--- config.mk ---
export PLATFORM = sky130hd
export DESIGN_NAME = apm_top
export DESIGN_NICKNAME = d
export VERILOG_FILES = /design/src/core/apm_pkg.sv /design/src/core/apm_channel.sv /design/src/core/apm_top.sv
export SDC_FILE = /design/constraint.sdc
export NUM_CORES = 1
export LEC_CHECK = 0
export BUFFER_PORTS_ARGS = -buffer_cell sky130_fd_sc_hd__buf_4
export CORE_ASPECT_RATIO = 1.5
export CORE_MARGIN = 2
export CORE_UTILIZATION = 40
export CTS_BUF_LIST = sky130_fd_sc_hd__clkbuf_4
export CTS_CLUSTER_SIZE = 10
export DETAILED_ROUTE_END_ITERATION = 7
export GPL_ROUTABILITY_DRIVEN = 0
export PLACE_DENSITY = 0.63
export REMOVE_ABC_BUFFERS = 1
export SYNTH_ARGS = -nofsm -noshare
export SYNTH_HDL_FRONTEND = slang
export SYNTH_SLANG_ARGS = --single-unit
export TNS_END_PERCENT = 30
--- constraint.sdc ---
create_clock -name clk_i -period 9.3 [get_ports clk_i]
set_clock_uncertainty 0.15 [all_clocks]
set_input_delay 0.465 -clock clk_i [delete_from_list [all_inputs] [get_ports clk_i]]
set_output_delay 0.465 -clock clk_i [all_outputs]
set_load 0.005 [all_outputs]
--- src/core/apm_pkg.sv ---
// shared constants for the amplifier protection and fault monitor
package apm_pkg;
    localparam int NUM_CH = 4;
    // register addresses and bit positions of the control fields
    localparam logic [7:0] MISC_CTRL_ADDR = 8'h01;
    localparam int CAP_LEVEL_BIT = 4;
    localparam int OTW_SEL_LO_BIT = 5;
    localparam int OTW_SEL_HI_BIT = 6;
    localparam logic [7:0] CLR_FAULT_ADDR = 8'h21;
    localparam int CLR_FAULT_BIT = 7;
    // clipping: consecutive full-duty pwm clocks before the flag is raised
    localparam logic [4:0] CLIP_PWM_CLOCKS = 5'h14;
    // diagnostic retry period and standby ramp-down time
    localparam int CLK_MHZ = 100;
    localparam int RETRY_PERIOD_MS = 1000;
    localparam int RAMP_DOWN_MS = 5;
    localparam int RETRY_CYCLES = RETRY_PERIOD_MS * 1000 * CLK_MHZ;
    localparam int RAMP_CYCLES = RAMP_DOWN_MS * 1000 * CLK_MHZ;
    // mask reset values: everything unmasked
    localparam logic [4:0] FAULT_MASK_RST = 5'h00;
    localparam logic [1:0] WARN_MASK_RST = 2'h0;
    // requested channel states
    localparam logic [1:0] CH_FLOAT = 2'h0;
    localparam logic [1:0] CH_MUTE = 2'h1;
    localparam logic [1:0] CH_PLAY = 2'h2;
    // per-channel protection state
    typedef enum logic [3:0] {
        APM_RUN = 4'b0001,
        APM_TRIP = 4'b0010,
        APM_DIAG = 4'b0100,
        APM_WAIT = 4'b1000
    } apm_ch_e;
endpackage

--- src/core/apm_channel.sv ---
// one output channel: overcurrent shutdown, diagnostic retry, dc detect, clip, channel thermal
`timescale 1ns/100ps
module apm_channel
    import apm_pkg::*;
#(
    parameter int RETRY_CYC = RETRY_CYCLES
) (
    // clock and reset
    input wire logic clk_i,
    input wire logic rst_i,
    // analog comparator results
    input wire logic over_cap_i,
    input wire logic over_trip_i,
    input wire logic dc_offset_i,
    input wire logic full_duty_i,
    input wire logic pwm_tick_i,
    input wire logic ch_warn_i,
    input wire logic ch_shut_i,
    // diagnostics engine
    input wire logic diag_en_i,
    input wire logic diag_done_i,
    input wire logic diag_fail_i,
    input wire logic clear_i,
    // results
    output logic pulse_cut_o,
    output logic floating_o,
    output logic diag_start_o,
    output logic oc_fault_o,
    output logic dc_fault_o,
    output logic clip_o,
    output logic ot_warn_o,
    output logic ot_shut_o
);
    apm_ch_e state_r;
    logic [31:0] wait_cnt_r;
    logic [4:0] clip_cnt_r;
    logic dc_lat_r;

    // pulse termination only; no status side effect
    always_ff @(posedge clk_i or posedge rst_i) begin
        if (rst_i) begin
            pulse_cut_o <= 1'b0;
        end else begin
            pulse_cut_o <= over_cap_i && !over_trip_i;
        end
    end

    // overcurrent trip and hiccup retry through the diagnostics
    always_ff @(posedge clk_i or posedge rst_i) begin
        if (rst_i) begin
            state_r <= APM_RUN;
            wait_cnt_r <= 32'h0;
            diag_start_o <= 1'b0;
        end else begin
            diag_start_o <= 1'b0;
            case (state_r)
                APM_RUN: begin
                    if (over_trip_i) begin
                        state_r <= APM_TRIP;
                    end
                end
                APM_TRIP: begin
                    if (diag_en_i) begin
                        state_r <= APM_DIAG;
                        diag_start_o <= 1'b1;
                    end
                    // without diagnostics the channel stays floating for the host
                end
                APM_DIAG: begin
                    if (diag_done_i) begin
                        if (diag_fail_i) begin
                            state_r <= APM_WAIT;
                            wait_cnt_r <= 32'h0;
                        end else begin
                            state_r <= APM_RUN;
                        end
                    end
                end
                APM_WAIT: begin
                    if (wait_cnt_r == 32'(RETRY_CYC - 1)) begin
                        state_r <= APM_DIAG;
                        diag_start_o <= 1'b1;
                    end else begin
                        wait_cnt_r <= wait_cnt_r + 32'h1;
                    end
                end
                default: state_r <= APM_RUN;
            endcase
        end
    end

    // sticky oc, dc and clip status, set beats clear; thermal warning follows its input
    always_ff @(posedge clk_i or posedge rst_i) begin
        if (rst_i) begin
            oc_fault_o <= 1'b0;
            dc_fault_o <= 1'b0;
            dc_lat_r <= 1'b0;
            clip_o <= 1'b0;
            clip_cnt_r <= 5'h0;
            ot_warn_o <= 1'b0;
            ot_shut_o <= 1'b0;
        end else begin
            oc_fault_o <= (over_trip_i || state_r != APM_RUN) ? 1'b1 : (clear_i ? 1'b0 : oc_fault_o);
            dc_lat_r <= dc_offset_i ? 1'b1 : (clear_i ? 1'b0 : dc_lat_r);
            dc_fault_o <= dc_offset_i || dc_lat_r;
            if (!full_duty_i) begin
                clip_cnt_r <= 5'h0;
            end else if (pwm_tick_i && clip_cnt_r != CLIP_PWM_CLOCKS) begin
                clip_cnt_r <= clip_cnt_r + 5'h1;
            end
            if (clip_cnt_r == CLIP_PWM_CLOCKS) begin
                clip_o <= 1'b1;
            end else if (clear_i) begin
                clip_o <= 1'b0;
            end
            ot_warn_o <= ch_warn_i;
            // hold the shutdown until cooled below the warning level
            if (ch_shut_i) begin
                ot_shut_o <= 1'b1;
            end else if (!ch_warn_i) begin
                ot_shut_o <= 1'b0;
            end
        end
    end

    always_ff @(posedge clk_i or posedge rst_i) begin
        if (rst_i) begin
            floating_o <= 1'b1;
        end else begin
            floating_o <= over_trip_i || state_r != APM_RUN || dc_offset_i || dc_lat_r
                || ch_shut_i || ot_shut_o;
        end
    end
endmodule

--- src/core/apm_top.sv ---
// amplifier protection and fault monitor, four channels, pin level reporting
// Functional notes
// - each channel cuts pulses above current cap
// - pulse capping sets no fault nor pin
// - control bit 4 selects cap/trip level
// - trip level floats channel, records, asserts fault
// - diagnostics on: retest, restart, else retry 1s
// - diagnostics off: channel stays floating for host
// - dc offset floats channel, records, pin unless masked
// - clip after 20 full-duty pwm clocks, warn pin
// - clip flag sticky until clear-fault written
// - bits 5-6 choose four global warn levels
// - over warning level drives warn pin unmasked
// - thermal shutdown floats all, restores when cool
// - per-channel thermal warning bit and pin
// - channel shutdown floats until below warning
// - supply undervoltage drives fault and status
// - power-on reset clears, then sets por warning
// - supply overvoltage drives fault and status
// - fault pin low while any fault condition
// - fault masks gate pin only; reset unmasked
// - warn masks gate pin only; pin latched
// - mute pin low mutes all channels
// - standby: ramp down within 5 ms, float i2c
`timescale 1ns/100ps
module apm_top
    import apm_pkg::*;
#(
    parameter int RETRY_CYC = RETRY_CYCLES,
    parameter int RAMP_CYC = RAMP_CYCLES
) (
    // clock and reset (reset is the logic-supply power-on reset)
    input wire logic clk_i,
    input wire logic rst_i,
    // register contents from the control interface
    input wire logic [7:0] misc_ctrl_i,
    input wire logic clear_fault_i,
    input wire logic [4:0] fault_mask_i,
    input wire logic [1:0] warn_mask_i,
    input wire logic [7:0] ch_state_req_i,
    input wire logic diag_en_i,
    // per-channel comparators
    input wire logic [3:0] over_cap_i,
    input wire logic [3:0] over_trip_i,
    input wire logic [3:0] dc_offset_i,
    input wire logic [3:0] full_duty_i,
    input wire logic pwm_tick_i,
    input wire logic [3:0] ch_warn_i,
    input wire logic [3:0] ch_shut_i,
    // diagnostics engine
    input wire logic [3:0] diag_done_i,
    input wire logic [3:0] diag_fail_i,
    // global monitors
    input wire logic [3:0] temp_warn_lvl_i,
    input wire logic temp_shut_i,
    input wire logic output_stage_supply_too_low_i,
    input wire logic battery_supply_too_low_i,
    input wire logic output_stage_supply_too_high_i,
    input wire logic clock_error_i,
    // host pins
    input wire logic mute_n_i,
    input wire logic standby_n_i,
    // limiter and level select
    output logic [3:0] pulse_current_cap_o,
    output logic trip_level_sel_o,
    // channel control
    output logic [3:0] outputs_floating_state_o,
    output logic [7:0] ch_state_o,
    output logic [3:0] diag_start_o,
    output logic ramp_down_o,
    output logic i2c_float_o,
    // status register bits
    output logic [3:0] oc_fault_o,
    output logic [3:0] dc_fault_o,
    output logic [3:0] clip_o,
    output logic [3:0] channel_overtemp_warning_o,
    output logic [3:0] channel_overtemp_shutdown_o,
    output logic overtemp_warning_o,
    output logic overtemp_shutdown_o,
    output logic supply_too_low_o,
    output logic supply_too_high_o,
    output logic por_warn_o,
    // open-drain pins: enable high pulls low
    output logic fault_n_o,
    output logic fault_oe_o,
    output logic warn_n_o,
    output logic warn_oe_o
);
    logic [3:0] cut_w, float_w, start_w, oc_w, dc_w, clip_w, cw_w, cs_w;
    logic [31:0] ramp_cnt_r;
    logic warn_lat_r;
    logic fault_any;
    logic warn_any;
    logic warn_lat_nxt;
    logic clr_w;

    assign clr_w = clear_fault_i;

    genvar g;
    generate
        for (g = 0; g < NUM_CH; g++) begin : g_ch
            apm_channel #(
                .RETRY_CYC(RETRY_CYC)
            ) u_ch (
                .clk_i(clk_i),
                .rst_i(rst_i),
                .over_cap_i(over_cap_i[g]),
                .over_trip_i(over_trip_i[g]),
                .dc_offset_i(dc_offset_i[g]),
                .full_duty_i(full_duty_i[g]),
                .pwm_tick_i(pwm_tick_i),
                .ch_warn_i(ch_warn_i[g]),
                .ch_shut_i(ch_shut_i[g]),
                .diag_en_i(diag_en_i),
                .diag_done_i(diag_done_i[g]),
                .diag_fail_i(diag_fail_i[g]),
                .clear_i(clr_w),
                .pulse_cut_o(cut_w[g]),
                .floating_o(float_w[g]),
                .diag_start_o(start_w[g]),
                .oc_fault_o(oc_w[g]),
                .dc_fault_o(dc_w[g]),
                .clip_o(clip_w[g]),
                .ot_warn_o(cw_w[g]),
                .ot_shut_o(cs_w[g])
            );
        end
    endgenerate

    // per-channel status and controls, registered once more so outputs are flops
    always_ff @(posedge clk_i or posedge rst_i) begin
        if (rst_i) begin
            pulse_current_cap_o <= 4'h0;
            diag_start_o <= 4'h0;
            oc_fault_o <= 4'h0;
            dc_fault_o <= 4'h0;
            clip_o <= 4'h0;
            channel_overtemp_warning_o <= 4'h0;
            channel_overtemp_shutdown_o <= 4'h0;
            trip_level_sel_o <= 1'b0;
        end else begin
            pulse_current_cap_o <= cut_w;
            diag_start_o <= start_w;
            oc_fault_o <= oc_w;
            dc_fault_o <= dc_w;
            clip_o <= clip_w;
            channel_overtemp_warning_o <= cw_w;
            channel_overtemp_shutdown_o <= cs_w;
            trip_level_sel_o <= misc_ctrl_i[CAP_LEVEL_BIT];
        end
    end

    // global monitors; warning level chosen from four comparators
    always_ff @(posedge clk_i or posedge rst_i) begin
        if (rst_i) begin
            overtemp_warning_o <= 1'b0;
            overtemp_shutdown_o <= 1'b0;
            supply_too_low_o <= 1'b0;
            supply_too_high_o <= 1'b0;
        end else begin
            overtemp_warning_o <=
                temp_warn_lvl_i[misc_ctrl_i[OTW_SEL_HI_BIT:OTW_SEL_LO_BIT]];
            overtemp_shutdown_o <= temp_shut_i;
            supply_too_low_o <= output_stage_supply_too_low_i
                || battery_supply_too_low_i;
            supply_too_high_o <= output_stage_supply_too_high_i;
        end
    end

    // por warning: cleared only by the reset itself, raised once the bus is back
    always_ff @(posedge clk_i or posedge rst_i) begin
        if (rst_i) begin
            por_warn_o <= 1'b0;
        end else if (!i2c_float_o) begin
            por_warn_o <= 1'b1;
        end
    end

    // standby ramp-down timer; i2c floats while in standby or reset
    always_ff @(posedge clk_i or posedge rst_i) begin
        if (rst_i) begin
            ramp_cnt_r <= 32'h0;
            ramp_down_o <= 1'b0;
            i2c_float_o <= 1'b1;
        end else begin
            i2c_float_o <= !standby_n_i;
            if (standby_n_i) begin
                ramp_cnt_r <= 32'h0;
                ramp_down_o <= 1'b0;
            end else if (ramp_cnt_r != 32'(RAMP_CYC - 1)) begin
                ramp_cnt_r <= ramp_cnt_r + 32'h1;
                ramp_down_o <= 1'b1;
            end else begin
                ramp_down_o <= 1'b0;
            end
        end
    end

    // channel state: floating (faults, or standby once ramped down) wins, then mute, else requested
    always_ff @(posedge clk_i or posedge rst_i) begin
        if (rst_i) begin
            outputs_floating_state_o <= 4'hf;
            ch_state_o <= 8'h00;
        end else begin
            for (int i = 0; i < NUM_CH; i++) begin
                if (float_w[i] || temp_shut_i || output_stage_supply_too_low_i
                    || battery_supply_too_low_i || output_stage_supply_too_high_i
                    || (!standby_n_i && ramp_cnt_r == 32'(RAMP_CYC - 1))) begin
                    outputs_floating_state_o[i] <= 1'b1;
                    ch_state_o[2*i +: 2] <= CH_FLOAT;
                end else begin
                    outputs_floating_state_o[i] <= ch_state_req_i[2*i +: 2] == CH_FLOAT;
                    if (!mute_n_i && ch_state_req_i[2*i +: 2] == CH_PLAY) begin
                        ch_state_o[2*i +: 2] <= CH_MUTE;
                    end else begin
                        ch_state_o[2*i +: 2] <= ch_state_req_i[2*i +: 2];
                    end
                end
            end
        end
    end

    // fault pin follows sticky channel flags and live global conditions through category masks
    always_comb begin
        fault_any = ((|oc_w || |dc_w) && !fault_mask_i[0])
            || (temp_shut_i && !fault_mask_i[1])
            || ((output_stage_supply_too_low_i || battery_supply_too_low_i)
                && !fault_mask_i[2])
            || (output_stage_supply_too_high_i && !fault_mask_i[3])
            || (clock_error_i && !fault_mask_i[4]);
        // a sticky clip flag being cleared must not re-arm the pin in that cycle
        warn_any = (|clip_w && !clr_w && !warn_mask_i[0])
            || ((overtemp_warning_o || |cw_w) && !warn_mask_i[1])
            || (!por_warn_o && !i2c_float_o);
        warn_lat_nxt = warn_any || (warn_lat_r && !clr_w);
    end

    // warn pin latched until clear; a new event in the clear cycle wins
    always_ff @(posedge clk_i or posedge rst_i) begin
        if (rst_i) begin
            warn_lat_r <= 1'b0;
            fault_n_o <= 1'b1;
            fault_oe_o <= 1'b0;
            warn_n_o <= 1'b1;
            warn_oe_o <= 1'b0;
        end else begin
            warn_lat_r <= warn_lat_nxt;
            fault_n_o <= !fault_any;
            fault_oe_o <= fault_any;
            warn_n_o <= !warn_lat_nxt;
            warn_oe_o <= warn_lat_nxt;
        end
    end
endmodule

# Word level (Yosys, flattened, before mapping)
# Cells that the tools add are included.
dict set report totals {
  ff_bits 284
  latchBits 0
  mem_bits_rw 0
  romBits 0
  in_bits 71
  output_inout_bits 52
  elab_cells 371
  n_memories 0
}
dict set report classes {
  add_sub_neg 9
  mul 0
  div_mod_pow 0
  order_cmp 1
  eq_ne 70
  shifts 0
  muxes 93
  n_bitwise 0
  reduce_logical 128
}
# cell count
set op_table {}
lappend op_table {{$mux 32} 14}
lappend op_table {{$pmux 32 s2} 4}
lappend op_table {{$add 32x1->32 const B} 5}
lappend op_table {{$eq 32x27->1 const B} 4}
lappend op_table {{$mux 4} 17}
lappend op_table {{$pmux 4 s4} 4}
lappend op_table {{$logic_or 1x1->1} 54}
lappend op_table {{$mux 5} 8}
lappend op_table {{$ne 2x2->1 const B} 20}
lappend op_table {{$reduce_bool 2->1} 17}
lappend op_table {{$mux 1} 33}
lappend op_table {{$eq 32x19->1 const B} 1}
lappend op_table {{$ne 32x19->1 const B} 1}
lappend op_table {{$reduce_and 4->1} 8}
lappend op_table {{$ne 2x1->1 const B} 12}
lappend op_table {{$logic_and 1x1->1} 23}
lappend op_table {{$add 5x1->5 const B} 4}
lappend op_table {{$eq 5x5->1 const B} 4}
lappend op_table {{$ne 5x5->1 const B} 4}
lappend op_table {{$logic_not 1->1} 18}
lappend op_table {{$eq 4x1->1 const B} 4}
lappend op_table {{$eq 4x2->1 const B} 4}
lappend op_table {{$eq 4x3->1 const B} 4}
lappend op_table {{$eq 4x4->1 const B} 4}
lappend op_table {{other kinds (8)} 30}

# Longest topological paths before layout
dict set report depth {
  ltp_word 8
  depth_mapped 9
}

# Hierarchy
# Synthesis repeated with hierarchy kept, for this count alone.
dict set report unflattened {
  cells_unflattened 1491
  hier_area_um2 14427.6
}
# mod n_inst cells_each area_per_inst_um2 seq_area_each_um2
set by_module_without_submodules {}
lappend by_module_without_submodules {apm_channel 4 300 2743.9 1253.7}
lappend by_module_without_submodules {apm_top 1 291 3452.1 2110.8}

# Least setup slack after synthesis
# OpenSTA, ideal clock, no wires.
dict set report synth_path {
  kind {register to register}
  startpoint {register g_ch[3].u_ch.wait_cnt_r[0]}
  endpoint {register g_ch[3].u_ch.wait_cnt_r[26]}
  setup_time_ps 124
  arrival_ps 2174
  slack_ps 6852
  stages_incl_launch_ff 10
  n_path_buf 2
  period_less_slack_ps 2448
  path_cell_list {dfrtp_1 ha_1 and3_1 buf_2 nand3_1 or4_1 nand2_1 buf_4 nor3_1 a211o_1}
}
dict set report synth_via {
  elab_chain_len 3
  word_cells_on_any_way 6
}
# element line
set synth_rtl {}
lappend synth_rtl {{start: declaration} apm_channel.sv:35} ;# logic [31:0] wait_cnt_r;
lappend synth_rtl {{start signal: assignment} apm_channel.sv:84} ;# wait_cnt_r <= wait_cnt_r + 32'h1;
lappend synth_rtl {{$add 32x1->32 / $eq 32x27->1 (equally long branches)} {apm_channel.sv:84, apm_channel.sv:80}}
lappend synth_rtl {{$mux 32 / $ne 2x2->1 (equally long branches)} n/a}
lappend synth_rtl {{$pmux 32 s2 / $reduce_and 4->1 (equally long branches)} n/a}
# Several ways; a longest one is shown, not always the timed one. The select of a mux whose other input is x is not followed.
# A chain may end at the register's enable or synchronous reset.

# Worst setup path after layout
dict set report layout_path {
  startpoint {register g_ch[0].u_ch.wait_cnt_r[0]}
  endpoint {register g_ch[0].u_ch.wait_cnt_r[24]}
}
dict set report layout_via {
  elab_chain_len 3
  word_cells_on_any_way 6
}
# element line
set layout_rtl {}
lappend layout_rtl {{start: declaration} apm_channel.sv:35}
lappend layout_rtl {{start signal: assignment} apm_channel.sv:84}
lappend layout_rtl {{$add 32x1->32 / $eq 32x27->1 (equally long branches)} {apm_channel.sv:84, apm_channel.sv:80}}
lappend layout_rtl {{$mux 32 / $ne 2x2->1 (equally long branches)} n/a}
lappend layout_rtl {{$pmux 32 s2 / $reduce_and 4->1 (equally long branches)} n/a}
# Several ways; a longest one is shown, not always the timed one. The select of a mux whose other input is x is not followed.

==> metrics.csv <==
stage,metric,value,unit
clock_tree,# resized after CTS,0,
worst_hold_path,hold_sp,diag_done_i[1],
place,PortBufs,117,
sta,Final TNS setup,0,ns
logic_synthesis,area of the mapped netlist,13860,um2
status,outcome,finished clean,
clock_tree,H-tree depth,3,
detailed_routing,routed via count,12120,
logic_synthesis,ys flop type,dfrtp_1,
logic_synthesis,synthesized instance count,1476,
place,dpl cell area,15060,um2
floorplan,Die Height,232.0,um
setup_path,Worst Setup End Kind,flip-flop,
worst_hold_path,Hold Crit Class,in2reg,
clock_tree,clk root buf,clkbuf_4,
floorplan,Core ar.,34170,um2
logic_synthesis,Seq cells post-synth,284,
logic_synthesis,commonest cells in the netlist,"dfrtp_1, o21ai_0, nand2_1",
logic_synthesis,Yosys top cell by area,dfrtp_1,
logic_synthesis,sequential area share after synthesis,51.41,%
power,Power Density,227.1,nW/um2
sta,endpoints failing hold,0,
clock_tree,"Clk Latency, worst-skew pair",0.77,ns
logic_synthesis,asr flop ratio synth,100.0,%
detailed_routing,post-route ant nets,0,
sta,unrepaired setup endpoints after global routing,no,
clock_tree,clk slew on worst S/H paths,0.07,ns
global_route,number of global-route vias before repair,11880,
flow_run,Max Cap Viol,0,
worst_hold_path,worst hold path cell count,5,
global_route,initial antenna violation count,3,
place,Post-DP HPWL,23400,um
setup_path,path depth of the worst reg2reg path,8,
setup_path,critical path required time,9.84,ns
logic_synthesis,Yosys warnings,0,
setup_path,R2R Setup Slk,5.93,ns
logic_synthesis,most common cell in the netlist,dfrtp_1,
clock_tree,Longest Clk Path Bufs,3,
sta,Slew @ Worst Pin,1.208,ns
floorplan,Die Width,156.0,um
detailed_routing,DRT iter0 DRCs,653,
clock_tree,"Setup Fix Bufs, Post-CTS",0,
setup_path,Reg2Reg Capture Point,g_ch[0].u_ch.wait_cnt_r[24],
setup_path,Reg2Reg Launch Point,g_ch[0].u_ch.wait_cnt_r[0],
finish,final core occ,48.82,%
global_route,GR Overflow Total,0,
clock_tree,TritonCTS Sinks,284,
sta,Tcrit/Tclk final,36.21,%
floorplan,DIE AREA,36190,um2
detailed_routing,DRC,0,
finish,layout cell share with drive strength beyond 1,17.47,%
clock_tree,TritonCTS Buffers,73,
detailed_routing,1st-pass router iterations,5,
sta,PnR worst setup slack,5.932,ns
power,combinational share of power,20.5,%
setup_path,WS Path Type,reg2reg,
setup_path,critical-path maximum fanout,23,
logic_synthesis,main area contributors after synthesis,"dfrtp_1, o21ai_0, nand2_1, nand3_1, nor2_1",
finish,Filler cells,3212,
power,Pint,2466,uW
logic_synthesis,Synth Area per Inst,9.391,um2
global_route,GRT Overall Usage,19.69,%
detailed_routing,Total Wirelength,34990,um
finish,nets,1762,
power,Net Sw Power,1323,uW
clock_tree,CTS tree,done,
finish,area grow syn2layout,20.33,%
logic_synthesis,top-area cell type share of the netlist area,48.56,%
setup_path,CP Data Arrival Time,3.91,ns
place,post-placement worst setup slack,5.958,ns
logic_synthesis,"Distinct cells, synth",68,
sta,count of final setup violators,0,
setup_path,Worst setup SP type,flip-flop,
power,Switching Share,34.92,%
floorplan,Initial Util,40.57,%
global_route,pin count of the biggest net entering global routing,182,
floorplan,row count,83,
sta,crit path time final,3.368,ns
global_route,first-pass GRT wire length,58110,um
finish,design area,16680,um2
power,peak supply drop,106.6,uV
sta,slew margin rel.,18.69,%
power,Sequential Power Share,50.1,%
sta,Slew Limit Fails,0,
power,Leak,0.007044,uW
worst_hold_path,Hold Path Sink,g_ch[1].u_ch.state_r[0],
detailed_routing,via/cell ratio,5.609,
detailed_routing,Wirelength per Cell,16.19,um
power,clock power share,29.4,%
logic_synthesis,Post-synth EDFFs,0,
sta,fmax,296.9,MHz
floorplan,Ports,123,
==> through the flow <==
step | hold WS [ns] | std cells | total power [uW]
floorplan | 0.1812 | 1412 | 2366
global placement | 0.1817 | 1963 | 2623
detailed placement | 0.1847 | 1963 | 2660
CTS | 0.05202 | 2159 | 3829
global route | 0.1203 | 2161 | 4058
finish | 0.1267 | 2161 | 3788
==> layer usage <==
layer	track usage, %	vias to the layer above	share of wire, %
met2	35.36	290	52
met3	4.050	69	5.1
li1	-	5855	-
met4	8.486	2	2.3
met5	0	-	0.037
met1	22.54	5906	40
==> cell usage in the layout (no fill, tap or decap), types with 10 or more instances in the layout <==
cell type,instances
dfrtp_1,269
and4_1,16
and3_1,33
nand3_1,84
or3_1,37
xnor2_1,27
nor2_1,109
a31oi_1,48
nand4_1,54
or2_2,10
a21o_1,22
dlygate4sd3_1,65
nand2_1,127
inv_1,54
dfstp_2,15
nor4_1,31
o31ai_1,18
and2_1,21
clkinv_1,10
xor2_1,14
nor3_1,63
o21ai_0,141
a21oi_1,67
ha_1,13
buf_4,125
clkbuf_4,116
==> logic make-up (layout without fill, tap and decap cells) <==
kind of cell	count (synthesis)	count (layout)	synth area share [%]
mux	5	5	0.4513
flops	284	284	51.41
fa+ha+maj	13	13	1.174
buf+inv	122	380	3.719
xor+xnor	41	41	2.591
other cells	0	2	0
compound gates	363	363	15.72
simple gates	648	648	24.94
==> power by group through the flow <==
stage          Sequential, uW  Clock (uW)  Combinational (uW)
2_1_floorplan            1800           0                 566
3_3_place_gp             1890           0                 728
3_5_place_dp             1900           0                 756
4_1_cts                  1890        1160                 782
5_1_grt                  1950        1220                 884
6_report                 1900        1120                 775
==> repair_timing <==
item                       in CTS  in global routing
setup endpoints to repair       0                  0
hold buffers                   65                  0
hold endpoints to repair      227                  0
==> worst max-delay path by stage <==
stage / cells after the start / from / to
6_report: 8 / g_ch[0].u_ch.wait_cnt_r[0] / g_ch[0].u_ch.wait_cnt_r[24]
5_1_grt: 7 / g_ch[0].u_ch.wait_cnt_r[0] / g_ch[0].u_ch.wait_cnt_r[17]
4_1_cts: 7 / g_ch[0].u_ch.wait_cnt_r[0] / g_ch[0].u_ch.wait_cnt_r[17]
3_5_place_dp: 7 / g_ch[0].u_ch.wait_cnt_r[0] / g_ch[0].u_ch.wait_cnt_r[25]
3_3_place_gp: 7 / g_ch[0].u_ch.wait_cnt_r[0] / g_ch[0].u_ch.wait_cnt_r[25]
2_1_floorplan: 1 / rst_i / ch_state_o[0]
==> registers in the layout, summed over array words and instances, names as in the netlist, 8 cells and up <==
name and cells:
ch_state_o 8, g_ch.u_ch.clip_cnt_r 20, g_ch.u_ch.state_r 16, g_ch.u_ch.wait_cnt_r 128
ramp_cnt_r 32
==> critical path, cell delays in order, from the launching register on <==
cell	delay [ns]
dfrtp_1	0.39
ha_1	0.23
and3_1	0.24
nand3_1	0.21
or4b_2	0.70
nand2_1	0.62
inv_1	0.45
nand2_1	0.17
o22a_1	0.14
==> area by class of cell <==
class	instances	area [um2]	area share, %
multi-input cells	1070	6220	37.29
repair buffers	191	1609	9.647
clock inverters	15	91.34	0.5476
well taps	425	531.8	3.188
inverters	58	225.2	1.350
diodes	2	5.005	0.03001
flip-flops and latches	284	7126	42.72
clock buffers	116	870.8	5.221
(Power assumes the default switching activity.)
